### src/inc/pd_ctrl_pkg.sv
// constants shared by the power-down command sequencer and its pin driver
// assumes a 10 MHz controller clock; the memory clock is derived outside
package pd_ctrl_pkg;
    localparam int unsigned CLK_PERIOD_NS = 100;
    // wishbone register byte offsets
    localparam logic [3:0] OFS_CMD    = 4'h0;
    localparam logic [3:0] OFS_STATUS = 4'h4;
    localparam logic [3:0] OFS_TIMING = 4'h8;
    // command register fields
    localparam int unsigned CMD_OP_LSB   = 0;
    localparam int unsigned CMD_BANK_LSB = 4;
    localparam int unsigned CMD_ADDR_LSB = 8;
    localparam int unsigned ADDR_W       = 13;
    localparam int unsigned AP_BIT       = 10;
    // timing register fields (exit latency, gate pulse), in cycles
    localparam int unsigned TIM_XP_LSB   = 0;
    localparam int unsigned TIM_CKE_LSB  = 8;
    localparam logic [7:0]  TIM_XP_RST   = 8'h06;
    localparam logic [7:0]  TIM_CKE_RST  = 8'h03;
    // least wait after gate low before a clock change may start
    localparam int unsigned FREQ_WAIT_CLK = 2;
    // refresh residency limit, in average refresh intervals
    localparam int unsigned MAX_PD_REFI = 9;
    localparam int unsigned REFI_NS     = 7800;
    localparam int unsigned REFI_CYC    = REFI_NS / CLK_PERIOD_NS;
    localparam int unsigned BURST_CYC   = 4 / 2;

    // software command codes
    typedef enum logic [3:0] {
        OP_NOP     = 4'h0,
        OP_ACT     = 4'h1,
        OP_PRE     = 4'h2,
        OP_PREA    = 4'h3,
        OP_RD      = 4'h4,
        OP_WR      = 4'h5,
        OP_REF     = 4'h6,
        OP_MRS     = 4'h7,
        OP_PD      = 4'h8,
        OP_PD_EXIT = 4'h9,
        OP_FREQ    = 4'ha,
        OP_FREQ_OK = 4'hb,
        OP_ODT_ON  = 4'hc,
        OP_ODT_OFF = 4'hd
    } op_t;

    // cs_n, ras_n, cas_n, we_n
    localparam logic [3:0] PIN_DSL = 4'h8;
    localparam logic [3:0] PIN_NOP = 4'h7;
    localparam logic [3:0] PIN_ACT = 4'h3;
    localparam logic [3:0] PIN_PRE = 4'h2;
    localparam logic [3:0] PIN_RD  = 4'h5;
    localparam logic [3:0] PIN_WR  = 4'h4;
    localparam logic [3:0] PIN_REF = 4'h1;
    localparam logic [3:0] PIN_MRS = 4'h0;
endpackage

### src/inc/pin_cmd_if.sv
// one issued memory command travelling from sequencer to pin driver
// both ends run on the same clock
`timescale 1ns/1ps
interface pin_cmd_if;
    logic       valid;
    logic [3:0] code;
    logic [1:0] bank;
    logic [12:0] addr;
    logic       gate;
    logic       term;
    modport seq (output valid, code, bank, addr, gate, term);
    modport drv (input valid, code, bank, addr, gate, term);
endinterface

### src/design/pd_cmd_ctrl.sv
// host-side controller: takes wishbone orders, drives memory command pins
// assumes the memory clock is derived from ref_clk_i and changed outside on freq_req_o
//
// Added by the designer: the Wishbone register port and the register addresses.
`timescale 1ns/1ps
module pd_cmd_ctrl #(
    parameter int unsigned RELOCK_CYC = 200,
    parameter int unsigned MAX_PD_CYC = pd_ctrl_pkg::MAX_PD_REFI * pd_ctrl_pkg::REFI_CYC
) (
    input  wire logic        ref_clk_i,
    input  wire logic        resetn_i,
    input  wire logic        clk_en_i,
    input  wire logic        wb_cyc_i,
    input  wire logic        wb_stb_i,
    input  wire logic        wb_we_i,
    input  wire logic [3:0]  wb_adr_i,
    input  wire logic [31:0] wb_dat_i,
    input  wire logic [3:0]  wb_sel_i,
    output logic [31:0]      wb_dat_o,
    output logic             wb_ack_o,
    output logic             cs_n_o,
    output logic             ras_n_o,
    output logic             cas_n_o,
    output logic             we_n_o,
    output logic [1:0]       bank_o,
    output logic [12:0]      addr_o,
    output logic             gate_o,
    output logic             term_o,
    output logic             freq_req_o
);
    import pd_ctrl_pkg::*;

    // counters are 24 bits wide; a tiny limit would undercut the gate pulse
    if (RELOCK_CYC < 1 || RELOCK_CYC > 32'h00ff_ffff || MAX_PD_CYC < 16 || MAX_PD_CYC > 32'h00ff_ffff) begin : g_bad_timing
        $error("pd_cmd_ctrl: unusable timing parameters");
    end

    typedef enum logic [2:0] {
        S_RUN    = 3'b000,
        S_PD     = 3'b001,
        S_EXIT   = 3'b011,
        S_RELOCK = 3'b010,
        S_FREQ   = 3'b101
    } state_t;

    state_t      state;
    logic [23:0] cnt;
    logic [7:0]  hold;
    logic [3:0]  banks_open;
    logic [7:0]  xp_cyc;
    logic [7:0]  cke_cyc;
    logic        pending;
    logic [3:0]  p_op;
    logic [1:0]  p_bank;
    logic [12:0] p_addr;
    logic        busy;
    logic        term_on;
    logic        pd_precharge;
    logic        dll_reset_due;
    logic        refused;
    logic        pd_timeout;
    logic        freq_done;

    pin_cmd_if cmd ();

    wire wb_req   = wb_cyc_i & wb_stb_i & ~wb_ack_o;
    wire wr_cmd   = wb_req & wb_we_i & (wb_adr_i == OFS_CMD) & wb_sel_i[0];
    wire wr_tim   = wb_req & wb_we_i & (wb_adr_i == OFS_TIMING);
    wire op_t     op = op_t'(p_op);
    wire burst_go = (op == OP_RD) | (op == OP_WR);
    wire may_issue = pending & ~busy & (hold == 8'h00);
    wire [31:0] status_word = {19'h0, pd_timeout, refused, dll_reset_due, term_on,
                               banks_open, pd_precharge, state, pending};
    wire [31:0] timing_word = {16'h0, cke_cyc, xp_cyc};
    wire [31:0] rd_word = (wb_adr_i == OFS_STATUS) ? status_word :
                          (wb_adr_i == OFS_TIMING) ? timing_word : 32'h0;

    // wishbone: one-cycle answer, unmapped reads zero
    always_ff @(posedge ref_clk_i or negedge resetn_i) begin
        if (!resetn_i) begin
            wb_ack_o <= 1'b0;
            wb_dat_o <= 32'h0;
        end else if (clk_en_i) begin
            wb_ack_o <= wb_req;
            wb_dat_o <= rd_word;
        end
    end

    always_ff @(posedge ref_clk_i or negedge resetn_i) begin
        if (!resetn_i) begin
            xp_cyc  <= TIM_XP_RST;
            cke_cyc <= TIM_CKE_RST;
        end else if (clk_en_i && wr_tim) begin
            if (wb_sel_i[0]) xp_cyc <= wb_dat_i[TIM_XP_LSB +: 8];
            if (wb_sel_i[1]) cke_cyc <= wb_dat_i[TIM_CKE_LSB +: 8];
        end
    end

    // next command to the pins
    logic       next_valid;
    logic [3:0] next_code;
    logic       next_gate;
    logic       next_term;
    state_t     next_state;

    always_comb begin
        next_valid = 1'b0;
        next_code  = PIN_NOP;
        next_gate  = cmd.gate;
        next_term  = term_on;
        next_state = state;
        unique case (state)
            S_RUN: begin
                if (may_issue) begin
                    next_valid = 1'b1;
                    unique case (op)
                        OP_ACT:  next_code = PIN_ACT;
                        OP_PRE,
                        OP_PREA: next_code = PIN_PRE;
                        OP_RD:   next_code = PIN_RD;
                        OP_WR:   next_code = PIN_WR;
                        OP_REF:  next_code = PIN_REF;
                        OP_MRS:  next_code = PIN_MRS;
                        OP_PD: begin
                            next_code  = PIN_NOP;
                            next_gate  = 1'b0;
                            next_state = S_PD;
                        end
                        OP_ODT_ON:  next_term = 1'b1;
                        OP_ODT_OFF: next_term = 1'b0;
                        default: next_code = PIN_NOP;
                    endcase
                end
            end
            S_PD: begin
                if ((may_issue && op == OP_PD_EXIT) || cnt >= MAX_PD_CYC[23:0]) begin
                    next_gate  = 1'b1;
                    next_state = S_EXIT;
                end else if (may_issue && op == OP_FREQ && pd_precharge && !term_on
                             && cnt >= FREQ_WAIT_CLK) begin
                    next_state = S_FREQ;
                end
            end
            S_FREQ: begin
                if (may_issue && op == OP_FREQ_OK)
                    next_state = S_PD;
            end
            S_EXIT: begin
                if (hold == 8'h00)
                    next_state = dll_reset_due ? S_RELOCK : S_RUN;
            end
            S_RELOCK: begin
                next_term = 1'b0;
                // dll reset first; waits for software's set command
                if (dll_reset_due && may_issue && op == OP_MRS) begin
                    next_valid = 1'b1;
                    next_code  = PIN_MRS;
                end
                if (cnt >= RELOCK_CYC[23:0] && !dll_reset_due)
                    next_state = S_RUN;
            end
            default: next_state = S_RUN;
        endcase
    end

    // no entry during burst or set
    wire pd_blocked = (op == OP_PD) & (busy | (hold != 8'h00));
    wire consumed = (state == S_RUN && may_issue) ||
                    (state == S_PD && may_issue && (op == OP_PD_EXIT || next_state == S_FREQ)) ||
                    (state == S_FREQ && may_issue && op == OP_FREQ_OK) ||
                    (state == S_RELOCK && next_valid);

    always_ff @(posedge ref_clk_i or negedge resetn_i) begin
        if (!resetn_i) begin
            state <= S_RUN;
            cnt   <= 24'h0;
        end else if (clk_en_i) begin
            state <= next_state;
            // relock time runs from the dll reset, not from the exit
            cnt   <= (next_state != state || (state == S_RELOCK && dll_reset_due)) ? 24'h0 : cnt + 24'h1;
        end
    end

    // hold covers gate pulse and burst length
    always_ff @(posedge ref_clk_i or negedge resetn_i) begin
        if (!resetn_i) begin
            hold <= 8'h00;
            busy <= 1'b0;
        end else if (clk_en_i) begin
            if (next_state != state && (next_state == S_PD || next_state == S_EXIT))
                hold <= (next_state == S_EXIT && xp_cyc > cke_cyc) ? xp_cyc : cke_cyc;
            else if (next_valid && (next_code == PIN_RD || next_code == PIN_WR || next_code == PIN_MRS))
                hold <= BURST_CYC[7:0];
            else if (hold != 8'h00)
                hold <= hold - 8'h01;
            busy <= next_valid & burst_go;
        end
    end

    always_ff @(posedge ref_clk_i or negedge resetn_i) begin
        if (!resetn_i) begin
            pending <= 1'b0;
            p_op    <= 4'h0;
            p_bank  <= 2'h0;
            p_addr  <= 13'h0000;
            refused <= 1'b0;
        end else if (clk_en_i) begin
            if (wr_cmd && !pending) begin
                pending <= 1'b1;
                p_op    <= wb_dat_i[CMD_OP_LSB +: 4];
                p_bank  <= wb_dat_i[CMD_BANK_LSB +: 2];
                p_addr  <= wb_dat_i[CMD_ADDR_LSB +: ADDR_W];
            end else if (consumed && !pd_blocked) begin
                pending <= 1'b0;
            end
            // set wins over clear
            if (wr_cmd && pending)
                refused <= 1'b1;
            else if (wb_req && !wb_we_i && wb_adr_i == OFS_STATUS)
                refused <= 1'b0;
        end
    end

    // bank tracking picks the mode, dll reset due after clock changes
    always_ff @(posedge ref_clk_i or negedge resetn_i) begin
        if (!resetn_i) begin
            banks_open    <= 4'h0;
            pd_precharge  <= 1'b0;
            dll_reset_due <= 1'b0;
            term_on       <= 1'b0;
            pd_timeout    <= 1'b0;
            freq_done     <= 1'b0;
        end else if (clk_en_i) begin
            term_on <= next_term;
            if (next_valid && op == OP_ACT)
                banks_open[p_bank] <= 1'b1;
            else if (next_valid && op == OP_PREA)
                banks_open <= 4'h0;
            else if (next_valid && op == OP_PRE)
                banks_open[p_bank] <= 1'b0;
            else if (next_valid && burst_go && p_addr[AP_BIT])
                banks_open[p_bank] <= 1'b0;
            if (state == S_RUN && next_state == S_PD)
                pd_precharge <= (banks_open == 4'h0);
            if (state == S_FREQ)
                freq_done <= 1'b1;
            else if (state == S_RELOCK)
                freq_done <= 1'b0;
            // dll reset after a clock change
            if (state == S_EXIT && freq_done)
                dll_reset_due <= 1'b1;
            else if (state == S_RELOCK && next_valid)
                dll_reset_due <= 1'b0;
            if (state == S_PD && cnt >= MAX_PD_CYC[23:0])
                pd_timeout <= 1'b1;
            else if (wb_req && !wb_we_i && wb_adr_i == OFS_STATUS)
                pd_timeout <= 1'b0;
        end
    end

    always_ff @(posedge ref_clk_i or negedge resetn_i) begin
        if (!resetn_i) begin
            cmd.valid  <= 1'b0;
            cmd.code   <= PIN_NOP;
            cmd.bank   <= 2'h0;
            cmd.addr   <= 13'h0000;
            cmd.gate   <= 1'b1;
            cmd.term   <= 1'b0;
            freq_req_o <= 1'b0;
        end else if (clk_en_i) begin
            cmd.valid  <= next_valid & ~pd_blocked;
            cmd.code   <= next_code;
            // bank selects bank or mode register
            cmd.bank   <= p_bank;
            cmd.addr   <= (op == OP_PREA) ? (p_addr | (13'h0001 << AP_BIT)) : p_addr;
            cmd.gate   <= (next_state == S_PD || next_state == S_FREQ) ? 1'b0 : next_gate;
            cmd.term   <= next_term;
            freq_req_o <= (next_state == S_FREQ);
        end
    end

    pd_pin_driver u_drv (
        .ref_clk_i (ref_clk_i),
        .resetn_i  (resetn_i),
        .clk_en_i  (clk_en_i),
        .cmd       (cmd),
        .cs_n_o    (cs_n_o),
        .ras_n_o   (ras_n_o),
        .cas_n_o   (cas_n_o),
        .we_n_o    (we_n_o),
        .bank_o    (bank_o),
        .addr_o    (addr_o),
        .gate_o    (gate_o),
        .term_o    (term_o)
    );
endmodule // pd_cmd_ctrl

### src/design/pd_pin_driver.sv
// registers the memory command pins from the sequencer's request
// assumes one clock; idle cycles become no-operation commands
`timescale 1ns/1ps
module pd_pin_driver (
    input  wire logic        ref_clk_i,
    input  wire logic        resetn_i,
    input  wire logic        clk_en_i,
    pin_cmd_if.drv           cmd,
    output logic             cs_n_o,
    output logic             ras_n_o,
    output logic             cas_n_o,
    output logic             we_n_o,
    output logic [1:0]       bank_o,
    output logic [12:0]      addr_o,
    output logic             gate_o,
    output logic             term_o
);
    import pd_ctrl_pkg::*;

    wire [3:0] pins = cmd.valid ? cmd.code : PIN_NOP;

    always_ff @(posedge ref_clk_i or negedge resetn_i) begin
        if (!resetn_i) begin
            {cs_n_o, ras_n_o, cas_n_o, we_n_o} <= PIN_NOP;
            bank_o <= 2'h0;
            addr_o <= 13'h0000;
            gate_o <= 1'b0;
            term_o <= 1'b0;
        end else if (clk_en_i) begin
            {cs_n_o, ras_n_o, cas_n_o, we_n_o} <= pins;
            bank_o <= cmd.bank;
            addr_o <= cmd.addr;
            gate_o <= cmd.gate;
            term_o <= cmd.term;
        end
    end
endmodule // pd_pin_driver

### config.mk
export PLATFORM = sky130hd
export DESIGN_NAME = pd_cmd_ctrl
export DESIGN_NICKNAME = d
export VERILOG_FILES = /design/src/inc/pd_ctrl_pkg.sv /design/src/inc/pin_cmd_if.sv /design/src/design/pd_cmd_ctrl.sv /design/src/design/pd_pin_driver.sv
export SDC_FILE = /design/constraint.sdc
export NUM_CORES = 1
export LEC_CHECK = 0
export BUFFER_PORTS_ARGS = -buffer_cell sky130_fd_sc_hd__buf_4
export CORE_ASPECT_RATIO = 1.2
export CORE_UTILIZATION = 30
export DETAILED_ROUTE_END_ITERATION = 7
export HOLD_SLACK_MARGIN = 0.12
export SYNTH_ARGS = -nofsm -noshare
export SYNTH_HDL_FRONTEND = slang
export SYNTH_SLANG_ARGS = --single-unit
### constraint.sdc
create_clock -name ref_clk_i -period 2.7 [get_ports ref_clk_i]
set_clock_uncertainty 0.05 [all_clocks]
set_input_delay 0.81 -clock ref_clk_i [delete_from_list [all_inputs] [get_ports ref_clk_i]]
set_output_delay 0.81 -clock ref_clk_i [all_outputs]
set_load 0.1 [all_outputs]
# After elaboration in Yosys (flattened, before gate mapping)
# Index checks and enable logic that the tools add are counted.
dict set report totals {
  ff_bits 158
  latchBits 0
  mem_bits_rw 0
  rom_bits 0
  input_bits 46
  word_cells 216
  n_memories 0
}
dict set report classes {
  addsub 2
  n_mul 0
  div 0
  order_cmp 6
  n_eq_ne 30
  shifts 0
  mux 48
  bitwise_logic 19
  n_reduce_logical 78
}
# cell count
set ops {}
lappend ops {{$logic_and 1x1->1} 34}
lappend ops {{$mux 16} 2}
lappend ops {{$mux 8} 4}
lappend ops {{$eq 4x3->1 const B} 7}
lappend ops {{$eq 4x4->1 const B} 7}
lappend ops {{$mux 3} 9}
lappend ops {{$add 24x1->24 const B} 1}
lappend ops {{$ge 24x10->1 const B} 1}
lappend ops {{$ge 24x2->1 const B} 1}
lappend ops {{$ge 24x8->1 const B} 1}
lappend ops {{$mux 24} 1}
lappend ops {{$reduce_and 2->1} 11}
lappend ops {{$mux 4} 5}
lappend ops {{$pmux 3 s6} 1}
lappend ops {{$mux 1} 17}
lappend ops {{$pmux 3 s5} 1}
lappend ops {{$logic_not 4->1} 3}
lappend ops {{$reduce_bool 2->1} 6}
lappend ops {{$and 1x1->1} 11}
lappend ops {{$mux 11} 1}
lappend ops {{$logic_or 1x1->1} 10}
lappend ops {{$eq 3x2->1 const B} 3}
lappend ops {{$ne 3x2->1 const B} 3}
lappend ops {{$eq 4x2->1 const B} 2}
lappend ops {{other kinds (28)} 41}

# Logic depth before layout (Yosys ltp)
dict set report depth {
  depth_word 19
  depth_mapped 12
  ltp_nobuf 10
}

# Modules after synthesis
# A second synthesis with hierarchy kept.
dict set report hier_totals {
  cells_unflattened 646
  area_unflattened_um2 7091.8
}
# module n_inst cells_per_inst area_per_inst_um2 seq_area_each_um2
set modules_own_cells {}
lappend modules_own_cells {pd_cmd_ctrl 1 594 6229.7 3012.9}
lappend modules_own_cells {pd_pin_driver 1 52 862.1 529.3}

# Worst setup path after synthesis
# OpenSTA, ideal clock, no wires.
dict set report synth_path {
  path_kind {input to register}
  start {input clk_en_i}
  end {register p_op[1], in the netlist op[1]}
  arrival_time_ns 2.678
  setup_slack_ns -0.153
  cell_stages 8
  cell_sequence {buf_2 > clkinv_1 > or3_1 > nor2_1 > nand3b_1 > nor3_1 > clkbuf_1 > mux2_2}
}
dict set report synth_between {
  elab_chain_len 1
}
# item line
set synth_rtl {}
lappend synth_rtl {{start, declared} pd_cmd_ctrl.sv:12} ;# input wire logic clk_en_i,
lappend synth_rtl {{$reduce_and 2->1 (no source line)} n/a}
lappend synth_rtl {{end signal, assigned} pd_cmd_ctrl.sv:210} ;# p_op <= wb_dat_i[CMD_OP_LSB +: 4];
lappend synth_rtl {{end, declared} pd_cmd_ctrl.sv:53} ;# logic [3:0] p_op;
# No other way between the ends.
# A chain may end at the register's enable or synchronous reset.

# Worst setup path after layout
dict set report layout_path {
  start {register hold[1]}
  end {register hold[4]}
}
dict set report layout_between {
  elab_chain_len 14
  word_cells_on_any_way 43
  cone_classes {1 x add/sub; 5 x eq/ne; 16 x mux; 1 x bitwise; 20 x reduce/logical}
}
# item line
set layout_rtl {}
lappend layout_rtl {{start, declared} pd_cmd_ctrl.sv:48} ;# logic [7:0] hold;
lappend layout_rtl {{start signal, assigned} pd_cmd_ctrl.sv:191} ;# hold <= (next_state == S_EXIT && xp_cyc > cke_cyc) ? xp_cyc : cke_cyc;
lappend layout_rtl {{start signal, assigned} pd_cmd_ctrl.sv:193} ;# hold <= BURST_CYC[7:0];
lappend layout_rtl {{start signal, assigned} pd_cmd_ctrl.sv:195} ;# hold <= hold - 8'h01;
lappend layout_rtl {{$logic_not 8->1} {pd_cmd_ctrl.sv:71, pd_cmd_ctrl.sv:149}}
lappend layout_rtl {{$and 1x1->1} pd_cmd_ctrl.sv:71} ;# wire may_issue = pending & ~busy & (hold == 8'h00);
lappend layout_rtl {{$logic_and 1x1->1 (3 in a row)} pd_cmd_ctrl.sv:139} ;# end else if (may_issue && op == OP_FREQ && pd_precharge && !term_on
lappend layout_rtl {{$logic_and 1x1->1} pd_cmd_ctrl.sv:140} ;# && cnt >= FREQ_WAIT_CLK) begin
lappend layout_rtl {{$mux 3} pd_cmd_ctrl.sv:139}
lappend layout_rtl {{$mux 3} pd_cmd_ctrl.sv:136} ;# if ((may_issue && op == OP_PD_EXIT) || cnt >= MAX_PD_CYC[23:0]) begin
lappend layout_rtl {{$pmux 3 s5} pd_cmd_ctrl.sv:112} ;# unique case (state)
lappend layout_rtl {{$eq 3x1->1 or $eq 3x2->1 (tied branches)} {pd_cmd_ctrl.sv:190, pd_cmd_ctrl.sv:191}}
lappend layout_rtl {{$logic_or 1x1->1} pd_cmd_ctrl.sv:190} ;# if (next_state != state && (next_state == S_PD || next_state == S_EXIT))
lappend layout_rtl {{$logic_and 1x1->1} pd_cmd_ctrl.sv:190}
lappend layout_rtl {{$reduce_bool 3->1 (no source line)} n/a}
lappend layout_rtl {{$reduce_and 2->1 (no source line)} n/a}
# Parallel ways exist; a longest one is shown, timed or not. The select of a mux whose other input is x is not followed.

==> results.md <==
- First-pass GRT wire length: 28,800 µm
- Vias: 5,745
- Clk_lat worst skew: 0.42 ns
- Status: finished with violations
- CTS tree: built
- R2r startpoint: hold[1]
- Routability congestion estimate: 0.8733
- WP buf/inv: 3
- CTS Buf Count: 17
- Antenna cell count: 0
- Vias per cell: 4.948
- Critical path, cell by cell: inv_2, ha_4, nor3b_4, buf_4, nand4_4, or3_4, a211o_4, or2_4, buf_12, o221ai_2, and3_4
- Top FF cell, synth: dfrtp_1
- Largest net degree at the start of global routing: 80
- Mapped Area: ~0.0070 mm²
- Post-synth ARST share: 1.000
- Vias in the first global route: 5,599
- CP max stage cell: dfrtp_1
- Peak Freq: approximately 0.35 GHz
- Root Driver: clkbuf_16
- Io pins: 101
- # port buffers: 70
- Die footprint: ~0.024 mm²
- Biggest area consumer among synthesized cells: dfrtp_1
- Slew margin rel.: 0.6219
- Worst EP required: between 3 and 4 ns
- Distinct cells, synth: 66
- Worst-path clk slew: 0.06 ns
- Syn avg cell area: approximately 11 µm²
- Initial antenna violation count: 0
- Type of destination of the critical path: flop
- Post-DP HPWL: 12,620 µm
- Die Span Y: 169.5 µm
- Tmin final: 2.843 ns
- Worst Hold Class: in -> async
- Delay-heaviest family, CP: simple AND/OR/NAND/NOR gates
- Share of cells above drive strength 1: 0.4113
- Number of synthesized register bits: 140
- Initial core utilization: 0.3093
- Drc violations: 0
- Setup TNS: -0.6041 ns
- Iteration-0 DRC Markers: 290
- Grt total ovfl: 0
- Clk buf depth: 2
- Hold_ws: 0.2745 ns
- Setup ws final: -0.1431 ns
- Cts hold-fix bufs: 0
- Worst-Margin Slew: 0.5625 ns
- Worst EP arrival: 3.16 ns
- Post-DRT Antenna Nets: 0
- Hold Violations, Final: 0
- Leak pwr: roughly 0.0045 µW
- Number of max-cap violations: 0
- Post-synthesis sequential area ratio: 0.5016
- CP max FO: 6
- Wire length per cell: 15.47 µm
- Core ar.: about 0.023 mm²
- Final Util: 0.4266
- Pre-CTS WS: -0.1533 ns
- Area Overhead vs Synth: 37.94%
- Largest cells by area after synthesis: dfrtp_1 (46%), mux2_2 (11%), dfstp_2 (4.1%), nor2_1 (2.8%), nand2_1 (2.4%)
- Worst VDD drop: 0.4824 mV
- CTS H-tree lvls: 4
- Pins Over Slew Limit: 0
- Yosys warns: 0
- Critical Path Max Stage Delay: 0.39 ns
- Endpoints failing setup: 7
- Clock sink total: 140
- Cells after synthesis: 658
- Final Routed Wirelength: 17,970 µm
- Top cell type's share of synthesized area: 0.4604
- FP Rows: 60
- Gr usage total: 0.1536
- Startpoint types: flop
- Layout Nets: 896
- RSZ-0062 raised after global routing: true
- Number of synthesized flops with an enable pin: 0
- Most numerous cell in the Yosys netlist: dfrtp_1
- Failing checks: setup timing
- Crit Path Class: reg -> reg
- Pwr Density: 709.2 mW/mm²
- Die W: 141.6 µm
- Final worst-path cycle share: 1.053
- Worst Setup SP: hold[1]
- DRT Pass-1 Iters: 5
- Commonest cells post-synth: dfrtp_1 (129), mux2_2 (67), nor2_1 (52), nand2_1 (44), o21ai_0 (29)
layer usage:
metal	vias to the layer above	global-route usage	wire length, µm
met5	-	0	0
met4	0	0.06592	500
met3	31	0.02935	614
met2	141	0.2607	8955
met1	2845	0.1898	7894
li1	2728	-	-
report_power, final:
group / internal [µW] / switching, µW / leakage, µW
clock: 1460 / 917 / 0.000284
sequential: 2280 / 165 / 0.00183
combinational: 909 / 1130 / 0.00239
total: 4640 / 2220 / 0.00451
cell families (layout without fill, tap and decap cells):
logic type / count (synthesis) / count (layout) / synth area share
compound gates: 134 / 134 / 0.1319
xor+xnor: 17 / 17 / 0.02123
other cells: 1 / 17 / 0.0005348
buf+inv: 68 / 245 / 0.04711
fa+ha+maj: 11 / 11 / 0.01963
mux: 74 / 74 / 0.1176
flops: 140 / 140 / 0.5016
simple gates: 213 / 213 / 0.1604
through the flow:
stage | cells | cell area, µm² | power [µW]
2_1_floorplan | 674 | 7097 | 3531
3_3_place_gp | 1113 | 8616 | 4181
3_5_place_dp | 1113 | 8616 | 4204
4_1_cts | 1153 | 9408 | 6740
5_1_grt | 1161 | 9672 | 7184
6_report | 1161 | 9672 | 6859
worst register-to-register path: stages (launching register included):
cell	delay (ns)
dfrtp_1	0.39
inv_2	0.08
ha_4	0.13
nor3b_4	0.24
buf_4	0.16
nand4_4	0.14
or3_4	0.38
a211o_4	0.36
or2_4	0.29
buf_12	0.15
o221ai_2	0.20
and3_4	0.20
state kept, by name, indices dropped and copies added (netlist names), 4 cells and up:
signal and flops:
op 4, cke_cyc 8, cnt 24, u_drv.addr_o 13, cmd.addr 13, banks_open 4
p_addr 13, hold 8, xp_cyc 8, wb_dat_o 16
path summary, 6_finish.rpt:
path                                 end  slack, ns  depth (start not counted)
max reg2reg                      hold[4]      -0.14                         11
max in group asynchronous     cke_cyc[1]       1.57                          2
min                            cmd.valid       0.27                          1
min in group ref_clk_i     u_drv.cas_n_o       0.42                          2
max                              hold[4]      -0.14                         11
min reg2reg                u_drv.cas_n_o       0.42                          2
final cells by class:
cell class	instances	area (µm²)
clock buffer	19	432.9
timing repair buffer	187	1510
clock inverter	12	162.7
multi-input combinational	466	3560
tap	310	387.9
sequential	140	3517
fill	2181	13000
inverter	27	101.3
what timing repair did:
item / in CTS / in global routing
pin swaps: 20 / 12
buffers inserted: 9 / 8
endpoints found under the setup margin: 14 / 32
gates resized for setup: 27 / 35
cell usage in the layout, fill, tap and decap left out, types with 7 or more instances in the layout:
master	n
a21oi_1	24
a221o_1	13
a31oi_1	11
and2_1	19
buf_12	7
buf_4	175
clkbuf_16	17
conb_1	17
dfrtp_1	129
dfstp_2	11
ha_1	10
inv_1	24
mux2_2	67
nand2_1	43
nand3_1	17
nand4_1	10
nor2_1	49
nor3_1	12
o21ai_0	27
o31ai_1	7
or3_1	7
xor2_1	12
Power figures use the tool's default switching activity.
